File: config.mk
export PLATFORM = sky130hd
export DESIGN_NAME = pet_edge_timing
export DESIGN_NICKNAME = d
export VERILOG_FILES = /design/src/hdl/pet_pkg.sv /design/src/hdl/pet_timer_if.sv /design/src/hdl/pet_interval_timer.sv /design/src/hdl/pet_edge_timing.sv
export SDC_FILE = /design/constraint.sdc
export NUM_CORES = 1
export LEC_CHECK = 0
export BUFFER_PORTS_ARGS = -buffer_cell sky130_fd_sc_hd__buf_2
export CORE_UTILIZATION = 40
export DETAILED_ROUTE_END_ITERATION = 6
export GPL_TIMING_DRIVEN = 1
export MAX_ROUTING_LAYER = met4
export PLACE_DENSITY = 0.57
export SYNTH_ARGS = -nofsm -noshare
export SYNTH_HDL_FRONTEND = slang
export SYNTH_SLANG_ARGS = --single-unit
File: constraint.sdc
create_clock -name core_clk -period 1.7 [get_ports core_clk]
set_input_delay 0.255 -clock core_clk [delete_from_list [all_inputs] [get_ports core_clk]]
set_output_delay 0.255 -clock core_clk [all_outputs]
set_load 0.05 [all_outputs]
File: src/hdl/pet_pkg.sv
// Package: register map, reset values and mode codes of the edge timing block
package pet_pkg;

   // -----------------------------
   // Register bus
   // -----------------------------
   localparam int unsigned ADDR_W = 3;
   localparam int unsigned DATA_W = 8;

   localparam logic [2:0] RISE_DEADBAND_OFF = 3'h0;
   localparam logic [2:0] FALL_DEADBAND_OFF = 3'h1;
   localparam logic [2:0] FRAC_ADJUST_OFF   = 3'h2;
   localparam logic [2:0] RISE_BLANKING_OFF = 3'h3;
   localparam logic [2:0] FALL_BLANKING_OFF = 3'h4;
   localparam logic [2:0] STEERING_OFF      = 3'h5;

   // -----------------------------
   // Reset values and field layout
   // -----------------------------
   localparam logic [7:0] COUNT_RESET    = 8'h00;
   localparam logic [3:0] FRAC_RESET     = 4'h0;
   localparam logic [5:0] STEER_RESET    = 6'h01;
   localparam int unsigned FRAC_W        = 4;
   localparam int unsigned STEER_W       = 6;
   localparam logic [7:0] READ_ZERO      = 8'h00;

   // -----------------------------
   // Output modes and pins
   // -----------------------------
   typedef enum logic [3:0] {
      PET_MODE_SINGLE = 4'h0,
      PET_MODE_COMPL  = 4'h1,
      PET_MODE_THREE  = 4'hc
   } pet_mode_type;

   localparam int unsigned OUT_A = 0;
   localparam int unsigned OUT_B = 1;
   localparam int unsigned OUT_C = 2;
   localparam int unsigned OUT_D = 3;
   localparam int unsigned OUT_E = 4;
   localparam int unsigned OUT_F = 5;

   // -----------------------------
   // Interval timers
   // -----------------------------
   localparam int unsigned TMR_RISE_DB  = 0;
   localparam int unsigned TMR_FALL_DB  = 1;
   localparam int unsigned TMR_RISE_BLK = 2;
   localparam int unsigned TMR_FALL_BLK = 3;
   localparam int unsigned TMR_NUM      = 4;
   localparam logic [7:0] TMR_IDLE      = 8'h00;

endpackage

File: src/hdl/pet_timer_if.sv
// Interface between the edge logic and one interval timer
`timescale 1ns/1ps
interface pet_timer_if;
   logic       start;
   logic [7:0] load;
   logic       busy;

   modport ctl (output start, output load, input busy);
   modport tmr (input start, input load, output busy);
endinterface

File: src/hdl/pet_interval_timer.sv
// Down counter that flags an interval of programmed length
`timescale 1ns/1ps
module pet_interval_timer (
   // Clock and reset
   input  wire logic core_clk,
   input  wire logic reset_n,
   // Control
   pet_timer_if.tmr  tif
);

   logic [7:0] cnt_r;

   // ---------------------------------
   // Count down from the loaded value
   // ---------------------------------
   always_ff @(posedge core_clk) begin
      if (!reset_n) begin
         cnt_r <= pet_pkg::TMR_IDLE;
      end else if (tif.start) begin
         cnt_r <= tif.load;
      end else if (cnt_r != pet_pkg::TMR_IDLE) begin
         cnt_r <= cnt_r - 8'h01;
      end
   end

   assign tif.busy = (cnt_r != pet_pkg::TMR_IDLE);

endmodule

File: src/hdl/pet_edge_timing.sv
// Dead-band, blanking, fractional period adjust and output steering of one PWM channel
`timescale 1ns/1ps

module pet_edge_timing (
   // Clock and reset
   input  wire logic       core_clk,
   input  wire logic       reset_n,
   // Register port
   input  wire logic [2:0] reg_addr,
   input  wire logic [7:0] reg_wdata,
   input  wire logic       reg_wr,
   input  wire logic       reg_rd,
   output logic [7:0]      reg_rdata,
   // PWM core
   input  wire logic       pwm_raw,
   input  wire logic       period_event_in,
   input  wire logic [3:0] output_mode_select,
   output logic            period_event_out,
   output logic            period_extend,
   // Feedback and shutdown pins
   input  wire logic       feedback_pin,
   input  wire logic       shutdown_pin,
   output logic            feedback_accepted,
   output logic            shutdown_accepted,
   output logic            blanking_active,
   // Output pins
   output logic [5:0]      pwm_out
);

   // -----------------------------
   // Declarations
   // -----------------------------
   logic [7:0] rise_deadband_count_r;
   logic [7:0] fall_deadband_count_r;
   logic [3:0] fractional_adjust_r;
   logic [7:0] rise_blanking_count_r;
   logic [7:0] fall_blanking_count_r;
   logic [5:0] steer_enable_r;
   logic [7:0] reg_rdata_r;

   logic       pwm_d_r;
   logic       pwm_rise;
   logic       pwm_fall;
   logic       primary_nxt;
   logic       compl_nxt;
   logic       primary_r;
   logic       compl_r;
   logic       primary_d_r;
   logic [5:0] pwm_out_r;
   logic [5:0] pwm_out_nxt;

   logic [3:0] frac_acc_r;
   logic [4:0] frac_sum;
   logic       pend_event_r;
   logic       period_event_out_r;
   logic       period_extend_r;

   logic       fb_meta_r;
   logic       fb_sync_r;
   logic       sd_meta_r;
   logic       sd_sync_r;
   logic       blanking;
   logic       feedback_accepted_r;
   logic       shutdown_accepted_r;

   pet_timer_if tif [pet_pkg::TMR_NUM] ();

   // -----------------------------
   // Helpers
   // -----------------------------
   // An interval of n cycles starts in the edge cycle, so the timer covers n-1 more
   function automatic logic [7:0] tail_of(input logic [7:0] n);
      tail_of = (n == pet_pkg::TMR_IDLE) ? pet_pkg::TMR_IDLE : n - 8'h01;
   endfunction

   function automatic logic held_by(input logic edge_now,
                                    input logic [7:0] n,
                                    input logic busy);
      held_by = (edge_now && (n != pet_pkg::TMR_IDLE)) || busy;
   endfunction

   // Write strobe aimed at one register offset
   function automatic logic wr_hit(input logic       wr,
                                   input logic [2:0] addr,
                                   input logic [2:0] off);
      wr_hit = wr && (addr == off);
   endfunction

   // Three-phase pattern for each steering bit
   function automatic logic [5:0] three_phase_of(input logic [5:0] steer);
      logic [5:0] pat;
      pat = 6'h00;
      if (steer[pet_pkg::OUT_A]) pat = pat | 6'h09;
      if (steer[pet_pkg::OUT_B]) pat = pat | 6'h21;
      if (steer[pet_pkg::OUT_C]) pat = pat | 6'h11;
      if (steer[pet_pkg::OUT_D]) pat = pat | 6'h06;
      if (steer[pet_pkg::OUT_E]) pat = pat | 6'h12;
      if (steer[pet_pkg::OUT_F]) pat = pat | 6'h18;
      three_phase_of = pat;
   endfunction

   // -----------------------------
   // Register writes
   // -----------------------------
   always_ff @(posedge core_clk) begin
      if (!reset_n) begin
         rise_deadband_count_r <= pet_pkg::COUNT_RESET;
      end else if (wr_hit(reg_wr, reg_addr, pet_pkg::RISE_DEADBAND_OFF)) begin
         rise_deadband_count_r <= reg_wdata;
      end
   end

   always_ff @(posedge core_clk) begin
      if (!reset_n) begin
         fall_deadband_count_r <= pet_pkg::COUNT_RESET;
      end else if (wr_hit(reg_wr, reg_addr, pet_pkg::FALL_DEADBAND_OFF)) begin
         fall_deadband_count_r <= reg_wdata;
      end
   end

   always_ff @(posedge core_clk) begin
      if (!reset_n) begin
         fractional_adjust_r <= pet_pkg::FRAC_RESET;
      end else if (wr_hit(reg_wr, reg_addr, pet_pkg::FRAC_ADJUST_OFF)) begin
         fractional_adjust_r <= reg_wdata[pet_pkg::FRAC_W-1:0];
      end
   end

   always_ff @(posedge core_clk) begin
      if (!reset_n) begin
         rise_blanking_count_r <= pet_pkg::COUNT_RESET;
      end else if (wr_hit(reg_wr, reg_addr, pet_pkg::RISE_BLANKING_OFF)) begin
         rise_blanking_count_r <= reg_wdata;
      end
   end

   always_ff @(posedge core_clk) begin
      if (!reset_n) begin
         fall_blanking_count_r <= pet_pkg::COUNT_RESET;
      end else if (wr_hit(reg_wr, reg_addr, pet_pkg::FALL_BLANKING_OFF)) begin
         fall_blanking_count_r <= reg_wdata;
      end
   end

   always_ff @(posedge core_clk) begin
      if (!reset_n) begin
         steer_enable_r <= pet_pkg::STEER_RESET;
      end else if (wr_hit(reg_wr, reg_addr, pet_pkg::STEERING_OFF)) begin
         steer_enable_r <= reg_wdata[pet_pkg::STEER_W-1:0];
      end
   end

   // -----------------------------
   // Register reads
   // -----------------------------
   always_ff @(posedge core_clk) begin
      if (!reset_n) begin
         reg_rdata_r <= pet_pkg::READ_ZERO;
      end else if (reg_rd) begin
         case (reg_addr)
            pet_pkg::RISE_DEADBAND_OFF: reg_rdata_r <= rise_deadband_count_r;
            pet_pkg::FALL_DEADBAND_OFF: reg_rdata_r <= fall_deadband_count_r;
            pet_pkg::FRAC_ADJUST_OFF:   reg_rdata_r <= {4'h0, fractional_adjust_r};
            pet_pkg::RISE_BLANKING_OFF: reg_rdata_r <= rise_blanking_count_r;
            pet_pkg::FALL_BLANKING_OFF: reg_rdata_r <= fall_blanking_count_r;
            pet_pkg::STEERING_OFF:      reg_rdata_r <= {2'h0, steer_enable_r};
            default:                    reg_rdata_r <= pet_pkg::READ_ZERO;
         endcase
      end else begin
         reg_rdata_r <= pet_pkg::READ_ZERO;
      end
   end

   assign reg_rdata = reg_rdata_r;

   // -----------------------------
   // Interval timers
   // -----------------------------
   for (genvar i = 0; i < pet_pkg::TMR_NUM; i++) begin : g_tmr
      pet_interval_timer u_tmr (
         .core_clk (core_clk),
         .reset_n  (reset_n),
         .tif      (tif[i])
      );
   end

   // -----------------------------
   // Dead band
   // -----------------------------
   always_ff @(posedge core_clk) begin
      if (!reset_n) begin
         pwm_d_r <= 1'b0;
      end else begin
         pwm_d_r <= pwm_raw;
      end
   end

   assign pwm_rise = pwm_raw && !pwm_d_r;
   assign pwm_fall = !pwm_raw && pwm_d_r;

   assign tif[pet_pkg::TMR_RISE_DB].start = pwm_rise;
   assign tif[pet_pkg::TMR_RISE_DB].load  = tail_of(rise_deadband_count_r);
   assign tif[pet_pkg::TMR_FALL_DB].start = pwm_fall;
   assign tif[pet_pkg::TMR_FALL_DB].load  = tail_of(fall_deadband_count_r);

   // Newly active side waits out its count; the other side drops at once
   always_comb begin
      primary_nxt = pwm_raw &&
                    !held_by(pwm_rise, rise_deadband_count_r, tif[pet_pkg::TMR_RISE_DB].busy);
      compl_nxt   = !pwm_raw &&
                    !held_by(pwm_fall, fall_deadband_count_r, tif[pet_pkg::TMR_FALL_DB].busy);
   end

   always_ff @(posedge core_clk) begin
      if (!reset_n) begin
         primary_r <= 1'b0;
         compl_r   <= 1'b0;
      end else begin
         primary_r <= primary_nxt;
         compl_r   <= compl_nxt;
      end
   end

   // Delayed primary level marks the edges that start blanking
   always_ff @(posedge core_clk) begin
      if (!reset_n) begin
         primary_d_r <= 1'b0;
      end else begin
         primary_d_r <= primary_r;
      end
   end

   // -----------------------------
   // Blanking
   // -----------------------------
   assign tif[pet_pkg::TMR_RISE_BLK].start = primary_r && !primary_d_r;
   assign tif[pet_pkg::TMR_RISE_BLK].load  = tail_of(rise_blanking_count_r);
   assign tif[pet_pkg::TMR_FALL_BLK].start = !primary_r && primary_d_r;
   assign tif[pet_pkg::TMR_FALL_BLK].load  = tail_of(fall_blanking_count_r);

   assign blanking =
      held_by(tif[pet_pkg::TMR_RISE_BLK].start, rise_blanking_count_r, tif[pet_pkg::TMR_RISE_BLK].busy) ||
      held_by(tif[pet_pkg::TMR_FALL_BLK].start, fall_blanking_count_r, tif[pet_pkg::TMR_FALL_BLK].busy);

   // Two-stage synchronisers for the asynchronous pins
   always_ff @(posedge core_clk) begin
      if (!reset_n) begin
         fb_meta_r <= 1'b0;
         fb_sync_r <= 1'b0;
      end else begin
         fb_meta_r <= feedback_pin;
         fb_sync_r <= fb_meta_r;
      end
   end

   always_ff @(posedge core_clk) begin
      if (!reset_n) begin
         sd_meta_r <= 1'b0;
         sd_sync_r <= 1'b0;
      end else begin
         sd_meta_r <= shutdown_pin;
         sd_sync_r <= sd_meta_r;
      end
   end

   always_ff @(posedge core_clk) begin
      if (!reset_n) begin
         feedback_accepted_r <= 1'b0;
         shutdown_accepted_r <= 1'b0;
      end else begin
         feedback_accepted_r <= fb_sync_r && !blanking;
         shutdown_accepted_r <= sd_sync_r && !blanking;
      end
   end

   assign feedback_accepted = feedback_accepted_r;
   assign shutdown_accepted = shutdown_accepted_r;
   assign blanking_active   = blanking;

   // -----------------------------
   // Fractional period adjust
   // -----------------------------
   // Sixteenths accumulate; each carry stretches one period by a whole cycle
   assign frac_sum = {1'b0, frac_acc_r} + {1'b0, fractional_adjust_r};

   always_ff @(posedge core_clk) begin
      if (!reset_n) begin
         frac_acc_r <= pet_pkg::FRAC_RESET;
      end else if (period_event_in) begin
         frac_acc_r <= frac_sum[3:0];
      end
   end

   always_ff @(posedge core_clk) begin
      if (!reset_n) begin
         pend_event_r       <= 1'b0;
         period_event_out_r <= 1'b0;
         period_extend_r    <= 1'b0;
      end else begin
         pend_event_r       <= period_event_in && frac_sum[4];
         period_event_out_r <= (period_event_in && !frac_sum[4]) || pend_event_r;
         period_extend_r    <= period_event_in && frac_sum[4];
      end
   end

   assign period_event_out = period_event_out_r;
   assign period_extend    = period_extend_r;

   // -----------------------------
   // Output steering
   // -----------------------------
   always_comb begin
      pwm_out_nxt = 6'h00;
      case (pet_pkg::pet_mode_type'(output_mode_select))
         pet_pkg::PET_MODE_SINGLE: begin
            pwm_out_nxt = steer_enable_r & {6{primary_r}};
         end
         pet_pkg::PET_MODE_COMPL: begin
            pwm_out_nxt = steer_enable_r & {compl_r, primary_r, compl_r, primary_r, compl_r, primary_r};
         end
         pet_pkg::PET_MODE_THREE: begin
            pwm_out_nxt = three_phase_of(steer_enable_r) & {6{primary_r}};
         end
         default: begin
            pwm_out_nxt = 6'h00;
         end
      endcase
   end

   always_ff @(posedge core_clk) begin
      if (!reset_n) begin
         pwm_out_r <= 6'h00;
      end else begin
         pwm_out_r <= pwm_out_nxt;
      end
   end

   assign pwm_out = pwm_out_r;

endmodule

Word-level counts from Yosys, hierarchy flattened --
Index checks and enable logic that the tools add are counted.
Word-level totals: register bits after elaboration 104, bits in read-only memories 0, bits in writable memories 0, latch bits 0, memories 0, input port bits 23
Cells by class: add/sub/neg operators 9, divide/modulo/power cells 0, multiply operators 0, magnitude comparators 0, reduce and logical (&&, ||, !) cells 53, bitwise logic cells 3, shift-type cells 0, mux-type cells 21, eq/ne operators 7
Operators by type and width (number):
- 8-bit two-way mux | 12
- 8-bit nonzero test | 8
- 8-bit by 1-bit subtractor with 8-bit output (second input constant) | 8
- 8-bit case mux with 6 select lines | 1
- 8-bit zero test | 4
- 1-bit logical AND | 20
- 6-bit bitwise AND | 3
- 6-bit case mux with 3 select lines | 1
- 5-bit two-way mux | 3
- 6-bit two-way mux | 2
- 1-bit zero test | 8
- 2-bit nonzero test | 4
- 3-bit by 2-bit == test with 1-bit output (second input constant) | 2
- 3-bit == test (second input constant) | 2
- 1-bit logical OR | 6
- 4-bit by 4-bit adder with 5-bit output | 1
- 4-bit by 1-bit == test with 1-bit output (second input constant) | 1
- 4-bit == test (second input constant) | 1
- 4-bit zero test | 1
- 4-bit two-way mux | 1
- 3-bit by 1-bit == test with 1-bit output (second input constant) | 1
- 3-bit zero test | 1
- 3-bit two-way mux | 1
- 2-bit AND reduction | 1

Logic depth before layout (Yosys ltp) --
Gate-level depths: netlist of the first run.
depth after elaboration 9, mapped depth 7

By module --
From an unflattened synthesis of the first run, not the netlist that was laid out.
Second synthesis, totals: cell total of the unflattened synthesis 630, area, all modules 5805.6 um^2
By module, submodules not included:
- pet_edge_timing | cells an instance 414, times used 1, area each 3883.7 um^2
- pet_interval_timer | cells an instance 54, times used 4, area each 480.5 um^2

Worst setup path after synthesis of the first run --
No wires, ideal clock.
path type reg2out, start point register fall_blanking_count_r[2], end point output port blanking_active, data arrival time 1.757 ns, cell stages (with the launch flop) 5, slack -0.312 ns, path buffers 0, cell sequence dfxtp_1 > or4_4 > o31a_2 > nor4_4 > inv_1
On the way: cells in the longest elaborated chain, start to end 4
RTL lines:
- from (decl) | line pet_edge_timing.sv:37 | logic [7:0] fall_blanking_count_r;
- from (signal assigned) | line pet_edge_timing.sv:139 | fall_blanking_count_r <= pet_pkg::COUNT_RESET;
- from (signal assigned) | line pet_edge_timing.sv:141 | fall_blanking_count_r <= reg_wdata;
- 8-bit nonzero test | line pet_edge_timing.sv:79 | held_by = (edge_now && (n != pet_pkg::TMR_IDLE)) || busy;
- 1-bit logical AND | line pet_edge_timing.sv:79
- 1-bit logical OR | line pet_edge_timing.sv:79
- 1-bit logical OR | line pet_edge_timing.sv:242 | held_by(tif[pet_pkg::TMR_RISE_BLK].start, rise_blanking_count_r, tif[pet_pkg::TMR_RISE_BLK].busy) ||
- to (decl) | line pet_edge_timing.sv:25 | output logic blanking_active,
Every way passes these cells.

Worst setup path in the final report of the first run --
start point register g_tmr[3].u_tmr.cnt_r[6], end point output port blanking_active
On the way: cells in the longest elaborated chain, start to end 3
RTL lines:
- from (decl) | line pet_interval_timer.sv:11 | logic [7:0] cnt_r;
- from (signal assigned) | line pet_interval_timer.sv:18 | cnt_r <= pet_pkg::TMR_IDLE;
- from (signal assigned) | line pet_interval_timer.sv:20 | cnt_r <= tif.load;
- from (signal assigned) | line pet_interval_timer.sv:22 | cnt_r <= cnt_r - 8'h01;
- 8-bit nonzero test | line pet_interval_timer.sv:26 | assign tif.busy = (cnt_r != pet_pkg::TMR_IDLE);
- 1-bit logical OR | line pet_edge_timing.sv:79
- 1-bit logical OR | line pet_edge_timing.sv:242
Every way passes these cells.

==> flow_metrics.tcl, run 1 <==
set metrics [dict create \
    outcome "finished, violations left" \
    failing_checks "negative setup slack" \
    final_layout_size_suffix_gt1_frac 0.295 \
    worst_setup_hold_path_clk_slew_ns 0.07 \
    global_route_wire_length_before_repair_mm 23.8 \
    final_net_count 809 \
    yosysSeqAreaShare 0.387 \
    syn-mean-instance-area_um2 8.36 \
    worst_r2r_endpoint "g_tmr[3].u_tmr.cnt_r[1]" \
    signed_area_change_from_the_synthesized_netlist_to_the_final_layout_pct 29.8 \
    cts.path.max_buffers 2 \
    antenna_cells_inserted 0 \
    internal_portion_of_total_power_mw 5.74 \
    synth_simple_gate_area_share 0.253 \
    placed_cells 926 \
    routabilityCongestion 0.854 \
    power.leakage_nw 2.90 \
    num_vias 4996 \
    power_density_nw_per_um2 1230 \
    post_synth_instance_area_um2 5390 \
    switching_power_mw 2.87 \
    rsz0062_at_grt "yes" \
    drtAntennaViolNets 0 \
    cts_root_buf "sky130_fd_sc_hd__clkbuf_16" \
    synthMuxAreaShare 0.0476 \
    initial_antenna_violation_count 0 \
    cp_data_arrival_time_ns 2.09 \
    clk_latency_ns 0.36 \
    worst-slew-pin-transition_ns 0.473 \
    async_flop_share 0 \
    cts_inserted_buffers 9 \
    worstHoldPathCells 2 \
    holdCritStartpoint "shutdown_pin" \
    worstPathRequired_ns 1.44 \
    p_clk_frac 0.240 \
    seqPwrFrac 0.355 \
    fmax_mhz 426 \
    start_kind "register" \
    switching_share 0.334 \
    synth_fp_nets 686 \
    whs_endpoint "sd_meta_r" \
    die_width_um 118 \
    min_period_over_period 1.38 \
    largest_family_of_logic_cells_by_synthesized_area "simple AND/OR/NAND/NOR gates" \
    critical-path-max-stage-delay_ns 0.53 \
    fp.dieArea_um2 13900 \
    ir_drop_worst_case_vdd_mv 0.834 \
    fin_cells 948 \
    reg2reg_path_depth 6 \
    dieHeight_um 118 \
    r2r_slack_ns -0.18 \
    tritoncts "built" \
    timing.critical_path.to_type "output port" \
    syn_inst 644 \
    ys_seq_elements 104 \
    slew_headroom 0.682 \
    htreeDepth 3 \
    maxCapViolCount 0 \
    worst-path-max-fanout 3 \
    place.detailed.hpwl_mm 11.0 \
    pre_cts_slack_ns -0.341 \
    power.share.combinational 0.405 \
    synth_compound_area_frac 0.182 \
    grt_pass1_vias 4783 \
    grt.total_usage 0.224 \
    yosysWarningCount 0 \
    io-pin-count 42 \
    synth_area_leaders "sky130_fd_sc_hd__dfxtp_1, sky130_fd_sc_hd__nand2_1, sky130_fd_sc_hd__a21oi_1" \
    min-delay-path-class "input port to register" \
    final.setup.tns_ns -1.60 \
    post_synth_xor_area_fraction 0.0488 \
    initial_utilization 0.408 \
    core_area_um2 13200 \
    layout_min_cycle_time_ns 2.35 \
    avgRoutedWirePerCell_um 15.4 \
    synth_largest_type_area_fraction 0.387 \
    post_synth_fa_ha_maj_area_fraction 0.0455 \
    detail_route.drc_violations 0 \
    path_cells "or4_4 > or3_4 > nor4_4 > inv_2 > buf_6" \
    timing.setup.critical_path_class "register to output port" \
    clock_sinks 104 \
    initialDrtViolationCount 279 \
    synth_enable_flop_cells 0 \
    post_synth_num_cell_types 62 \
    firstDrtPassIters 5 \
    row_count 42 \
    ys.flop_type "sky130_fd_sc_hd__dfxtp_1" \
    setup_ws_ns -0.645 \
    fin_skew_ns 0.00562 \
    grt_overflow_total 0 \
    r2r_start "fall_blanking_count_r[3]" \
    drv_slew 0 \
    largest_net_degree_at_the_start_of_global_routing 25 \
    synth_top_area_cell "sky130_fd_sc_hd__dfxtp_1" \
    finalHoldViolations 0 \
    routed_via_density 5.27 \
    port_buffers 41 \
    finalSetupViolCount 10 \
    cp_slowest_cell "sky130_fd_sc_hd__or4_4" \
    wire_length_reported_by_the_detailed_router_mm 14.6 \
]
## per-stage QoR
step           instance area [um^2]  hold WS (ns)  total power [mW]   util
2_1_floorplan                  5440         0.332              5.18      -
3_3_place_gp                   6460         0.420              6.23  0.490
3_5_place_dp                   6460         0.421              6.29  0.490
4_1_cts                        6820        0.0909              8.46  0.517
5_1_grt                        6990         0.106              9.18  0.530
6_report                       6990        0.0991              8.61  0.530
## synthesized netlist by cell type (3+ instances only)
cell                          n
sky130_fd_sc_hd__buf_1        4
sky130_fd_sc_hd__a222oi_1     3
sky130_fd_sc_hd__ha_1        18
sky130_fd_sc_hd__nand3_1      5
sky130_fd_sc_hd__nand2b_1    14
sky130_fd_sc_hd__xor2_1      13
sky130_fd_sc_hd__a2bb2oi_1    4
sky130_fd_sc_hd__inv_1       27
sky130_fd_sc_hd__nor3b_1     11
sky130_fd_sc_hd__or4b_2       3
sky130_fd_sc_hd__o21ai_0     12
sky130_fd_sc_hd__o211ai_1     4
sky130_fd_sc_hd__a31oi_1      3
sky130_fd_sc_hd__nor4_1       5
sky130_fd_sc_hd__and3_1       8
sky130_fd_sc_hd__dfxtp_1    104
sky130_fd_sc_hd__o31ai_1      4
sky130_fd_sc_hd__nor2b_1     14
sky130_fd_sc_hd__o2bb2ai_1    3
sky130_fd_sc_hd__o22ai_1      8
sky130_fd_sc_hd__nand3b_1     5
sky130_fd_sc_hd__or4_1        8
sky130_fd_sc_hd__nor2_1      50
sky130_fd_sc_hd__a21oi_1     58
sky130_fd_sc_hd__or3_1        6
sky130_fd_sc_hd__and2_1       7
sky130_fd_sc_hd__o221a_2      7
sky130_fd_sc_hd__nor3_1      18
sky130_fd_sc_hd__mux2i_1     20
sky130_fd_sc_hd__o32ai_1      3
sky130_fd_sc_hd__or2_2        4
sky130_fd_sc_hd__clkbuf_1    21
sky130_fd_sc_hd__nand2_1    103
sky130_fd_sc_hd__mux2_2       5
sky130_fd_sc_hd__a22oi_1     10
sky130_fd_sc_hd__xnor2_1     17
## cell type report
type                       instances  area [um^2]
clock buffer                      10          229
clock inverter                     6         60.1
fill                            1239         6200
inverter                          27          101
multi-input combinational        488         3330
sequential                       104         2090
tap                              176          220
timing repair buffer             137          952
## worst max-delay path: cells and delay by family, from the launching register on
family                 cells  cell delay, ns
buffers and inverters      2            0.21
DFF                        1            0.33
and+or+nand+nor            3            1.18
## worst max path at each step
| stage | end | startpoint | slack (ns) |
|---|---|---|---|
| 2_1_floorplan | blanking_active | g_tmr[3].u_tmr.cnt_r[5] | -0.20 |
| 5_1_grt | blanking_active | fall_blanking_count_r[3] | -0.71 |
| 3_3_place_gp | blanking_active | g_tmr[3].u_tmr.cnt_r[6] | -0.33 |
| 6_report | blanking_active | g_tmr[3].u_tmr.cnt_r[6] | -0.65 |
| 4_1_cts | blanking_active | g_tmr[3].u_tmr.cnt_r[6] | -0.65 |
| 3_5_place_dp | blanking_active | g_tmr[3].u_tmr.cnt_r[6] | -0.34 |
## logic make-up after synthesis
| group | count (synthesis) |
|---|---|
| buf+inv | 52 |
| fa+ha+maj | 19 |
| mux | 25 |
| compound gates | 143 |
| simple gates | 271 |
| flops | 104 |
| xor+xnor | 30 |
## registers in the layout, summed over array words and instances (netlist names), 4 cells and up
signal                 flops
rise_deadband_count_r      8
steer_enable_r             6
g_tmr.u_tmr.cnt_r         32
pwm_out                    6
reg_rdata                  8
fall_blanking_count_r      8
rise_blanking_count_r      8
frac_acc_r                 4
fall_deadband_count_r      8
fractional_adjust_r        4
## layout by cell type (no fill, tap or decap), types with 8 or more instances in the layout
master	synthesis	routed
sky130_fd_sc_hd__nand2_1	103	103
sky130_fd_sc_hd__dfxtp_1	104	94
sky130_fd_sc_hd__buf_4	0	93
sky130_fd_sc_hd__a21oi_1	58	57
sky130_fd_sc_hd__nor2_1	50	45
sky130_fd_sc_hd__buf_2	0	40
sky130_fd_sc_hd__mux2i_1	20	20
sky130_fd_sc_hd__inv_1	27	19
sky130_fd_sc_hd__xnor2_1	17	17
sky130_fd_sc_hd__nor3_1	18	16
sky130_fd_sc_hd__ha_1	18	15
sky130_fd_sc_hd__nor2b_1	14	14
sky130_fd_sc_hd__nand2b_1	14	14
sky130_fd_sc_hd__xor2_1	13	13
sky130_fd_sc_hd__o21ai_0	12	11
sky130_fd_sc_hd__nor3b_1	11	10
sky130_fd_sc_hd__dfxtp_2	0	10
sky130_fd_sc_hd__clkbuf_16	0	9
sky130_fd_sc_hd__inv_2	0	8
## power by group through the flow
stage	registers (mW)	logic (mW)	clock network, mW
detailed placement	3.09	3.20	0
CTS	3.04	3.30	2.12
global route	3.11	3.86	2.22
global placement	3.07	3.16	0
floorplan	3.10	2.08	0
finish	3.05	3.49	2.07
## metal layers
layer	wire, um	up-vias	GRT usage
met1	6480	2346	0.263
met3	446	23	0.0271
met2	7340	99	0.379
met4	355	0	0.106
met5	0	-	-
li1	-	2528	-
## timing repair
item | CTS | global route
hold buffers | 0 | 0
pin swaps | 7 | 22
resized for setup | 16 | 34
endpoints found under the setup margin | 23 | 25
gates cloned | 0 | 0
buffers inserted | 2 | 4
Power figures use the tool's default switching activity.
==> run 2: changes to the inputs <==
PLACE_DENSITY = 0.55   (was 0.57)
clock period = 2.6 ns   (was 1.7 ns; I/O delays follow)
==> run 2 against run 1 <==
Net effect:
- the flow now finishes without violations
- cell count shrank 9.2%
- routed wire length fell by 2.6%
- first-iteration DRC count is 30% higher
- sequential power fell by 32%
- sequential share of layout area up 4.1 points
- die area unchanged
==> flow_metrics.tcl, run 2 (synthesized netlist as in run 1, its figures left out) <==
set metrics [dict create \
    die_width_um 118 \
    wire_length_reported_by_the_detailed_router_mm 14.2 \
    global_route.peak_usage_layer "met2" \
    outcome "finished clean" \
    reg2reg_path_depth 6 \
    global_route_wire_length_before_repair_mm 23.0 \
    grt.total_usage 0.215 \
    timing.setup.critical_path_class "register to output port" \
    layout_min_cycle_time_ns 2.60 \
    grt_pass1_vias 4441 \
    final_layout_size_suffix_gt1_frac 0.143 \
    timing.critical_path.to_type "output port" \
    power.share.combinational 0.330 \
    ir_drop_worst_case_vdd_mv 0.318 \
    worst-path-max-fanout 7 \
    r2r_slack_ns 0.41 \
    n_fill_cell 1332 \
    whs_endpoint "compl_r" \
    cp_data_arrival_time_ns 2.21 \
    worst-slew-pin-transition_ns 0.672 \
    clk_latency_ns 0.35 \
    port_buffers 41 \
    min_period_over_period 0.998 \
    most_frequent_cells_in_the_layout "sky130_fd_sc_hd__nand2_1, sky130_fd_sc_hd__dfxtp_1, sky130_fd_sc_hd__a21oi_1" \
    signed_area_change_from_the_synthesized_netlist_to_the_final_layout_pct 13.8 \
    num_vias 4716 \
    dieHeight_um 118 \
    whs_ns 0.268 \
    globalRouteMet3Util 0.0257 \
    worstHoldPathCells 2 \
    seqPwrFrac 0.395 \
    drv_slew 0 \
    largest_register_ff_count 32 \
    path_cells "or4_4 > o31a_4 > nor4_4 > inv_1 > buf_6" \
    avgRoutedWirePerCell_um 16.5 \
    initial_utilization 0.408 \
    tritoncts "built" \
    cts_inserted_buffers 9 \
    finalCoreUtilization 0.465 \
    mostFrequentLayoutCell "sky130_fd_sc_hd__nand2_1" \
    fin_total_pwr_mw 5.20 \
    min-delay-path-class "input port to register" \
    r2r_start "rise_deadband_count_r[0]" \
    io-pin-count 42 \
    start_kind "register" \
    row_count 42 \
    routed_via_density 5.48 \
    cts.path.max_buffers 2 \
    fp.dieArea_um2 13900 \
    htreeDepth 3 \
    top_register "g_tmr.u_tmr.cnt_r" \
    path_buf_inv 2 \
    clock_sinks 104 \
    worstPathRequired_ns 2.21 \
    grt_overflow_total 0 \
    slew_headroom 0.551 \
    critical-path-max-stage-delay_ns 0.57 \
    holdCritStartpoint "pwm_raw" \
    switching_power_mw 1.73 \
    initial_antenna_violation_count 0 \
    maxCapViolCount 0 \
    firstDrtPassIters 4 \
    finalSetupViolCount 0 \
    rsz0062_at_grt "yes" \
    fin_cells 861 \
    placed_cells 844 \
    core_area_um2 13200 \
    switching_share 0.332 \
    power.leakage_nw 2.42 \
    p_clk_frac 0.275 \
    routabilityCongestion 0.826 \
    cp_slowest_cell "sky130_fd_sc_hd__or4_4" \
    finalHoldViolations 0 \
    place.detailed.hpwl_mm 10.3 \
    grt.met2_usage 0.324 \
    drtAntennaViolNets 0 \
    timing.critical_path.max_delay_family "simple AND/OR/NAND/NOR gates" \
    internal_portion_of_total_power_mw 3.47 \
    fin_skew_ns 0.00881 \
    cts_root_buf "sky130_fd_sc_hd__clkbuf_16" \
    power_density_nw_per_um2 849 \
    initialDrtViolationCount 364 \
    antenna_cells_inserted 0 \
    worst_setup_hold_path_clk_slew_ns 0.06 \
    largest_net_degree_at_the_start_of_global_routing 36 \
    worst_r2r_endpoint "g_tmr[0].u_tmr.cnt_r[4]" \
    grt_use_met1 0.288 \
    final_net_count 723 \
    fmax_mhz 385 \
    detail_route.drc_violations 0 \
]
-- run 2: changes by cell type in the layout (fill, tap and decap cells not counted), moves of 4 or more --
cell	change
sky130_fd_sc_hd__dfxtp_1	+6
sky130_fd_sc_hd__inv_1	+8
sky130_fd_sc_hd__inv_2	-8
sky130_fd_sc_hd__a22oi_2	-4
sky130_fd_sc_hd__nor2_1	+5
sky130_fd_sc_hd__a22oi_1	+4
sky130_fd_sc_hd__buf_4	-83
sky130_fd_sc_hd__dfxtp_2	-6
-- run 2: repair_timing --
item,CTS,global route
buffers inserted,2,0
pin swaps,2,0
endpoints found under the setup margin,1,1
hold buffers,0,0
resized for setup,10,1
-- run 2: how the worst max path moves through the flow --
| stage | from | end | slack (ns) | depth (start not counted) |
|---|---|---|---|---|
| after detailed placement | rise_blanking_count_r[0] | blanking_active | 0.23 | 7 |
| after global placement | rise_blanking_count_r[0] | blanking_active | 0.27 | 7 |
| final | fall_blanking_count_r[2] | blanking_active | 0.004 | 5 |
| after global routing | fall_blanking_count_r[2] | blanking_active | -0.06 | 5 |
| after CTS | fall_blanking_count_r[2] | blanking_active | -0.04 | 5 |
| after floorplan | fall_blanking_count_r[2] | blanking_active | 0.45 | 4 |
-- run 2: cell type report --
| type | instances | area, um^2 | share of cell area |
|---|---|---|---|
| multi-input combinational | 488 | 3130 | 0.511 |
| sequential | 104 | 2090 | 0.340 |
| timing repair buffer | 51 | 287 | 0.0467 |
| clock buffer | 12 | 236 | 0.0386 |
| tap | 176 | 220 | 0.0359 |
| inverter | 27 | 101 | 0.0165 |
| clock inverter | 3 | 67.6 | 0.0110 |
-- run 2: worst reg2reg max path, cell delays in order, from the launching register on --
cell and delay, ns:
sky130_fd_sc_hd__dfxtp_1 0.38, sky130_fd_sc_hd__inv_1 0.08, sky130_fd_sc_hd__ha_1 0.24, sky130_fd_sc_hd__or4b_2 0.60, sky130_fd_sc_hd__o21ai_1 0.41, sky130_fd_sc_hd__o22ai_1 0.16
sky130_fd_sc_hd__and3_1 0.21
-- run 2: routing by layer --
| metal | up-vias | share of wire |
|---|---|---|
| li1 | 2358 | - |
| met1 | 2241 | 0.49 |
| met2 | 94 | 0.46 |
| met3 | 23 | 0.034 |
| met4 | 0 | 0.026 |
| met5 | - | 0 |
-- run 2: per-stage QoR --
| stage | area [um^2] | TNS (ns) | setup slack [ns] |
|---|---|---|---|
| final | 6130 | 0 | 0.00404 |
| after CTS | 6130 | -0.0394 | -0.0394 |
| after floorplan | 5390 | 0 | 0.453 |
| after detailed placement | 5780 | 0 | 0.226 |
| after global routing | 6130 | -0.0611 | -0.0611 |
| after global placement | 5780 | 0 | 0.271 |
-- run 2: power groups by stage --
| stage | combinational (mW) | sequential (mW) | clock (mW) |
|---|---|---|---|
| floorplan | 1.33 | 2.02 | 0 |
| finish | 1.72 | 2.06 | 1.43 |
| CTS | 1.71 | 2.05 | 1.47 |
| global placement | 1.64 | 2.07 | 0 |
| detailed placement | 1.65 | 2.08 | 0 |
| global route | 1.91 | 2.09 | 1.53 |
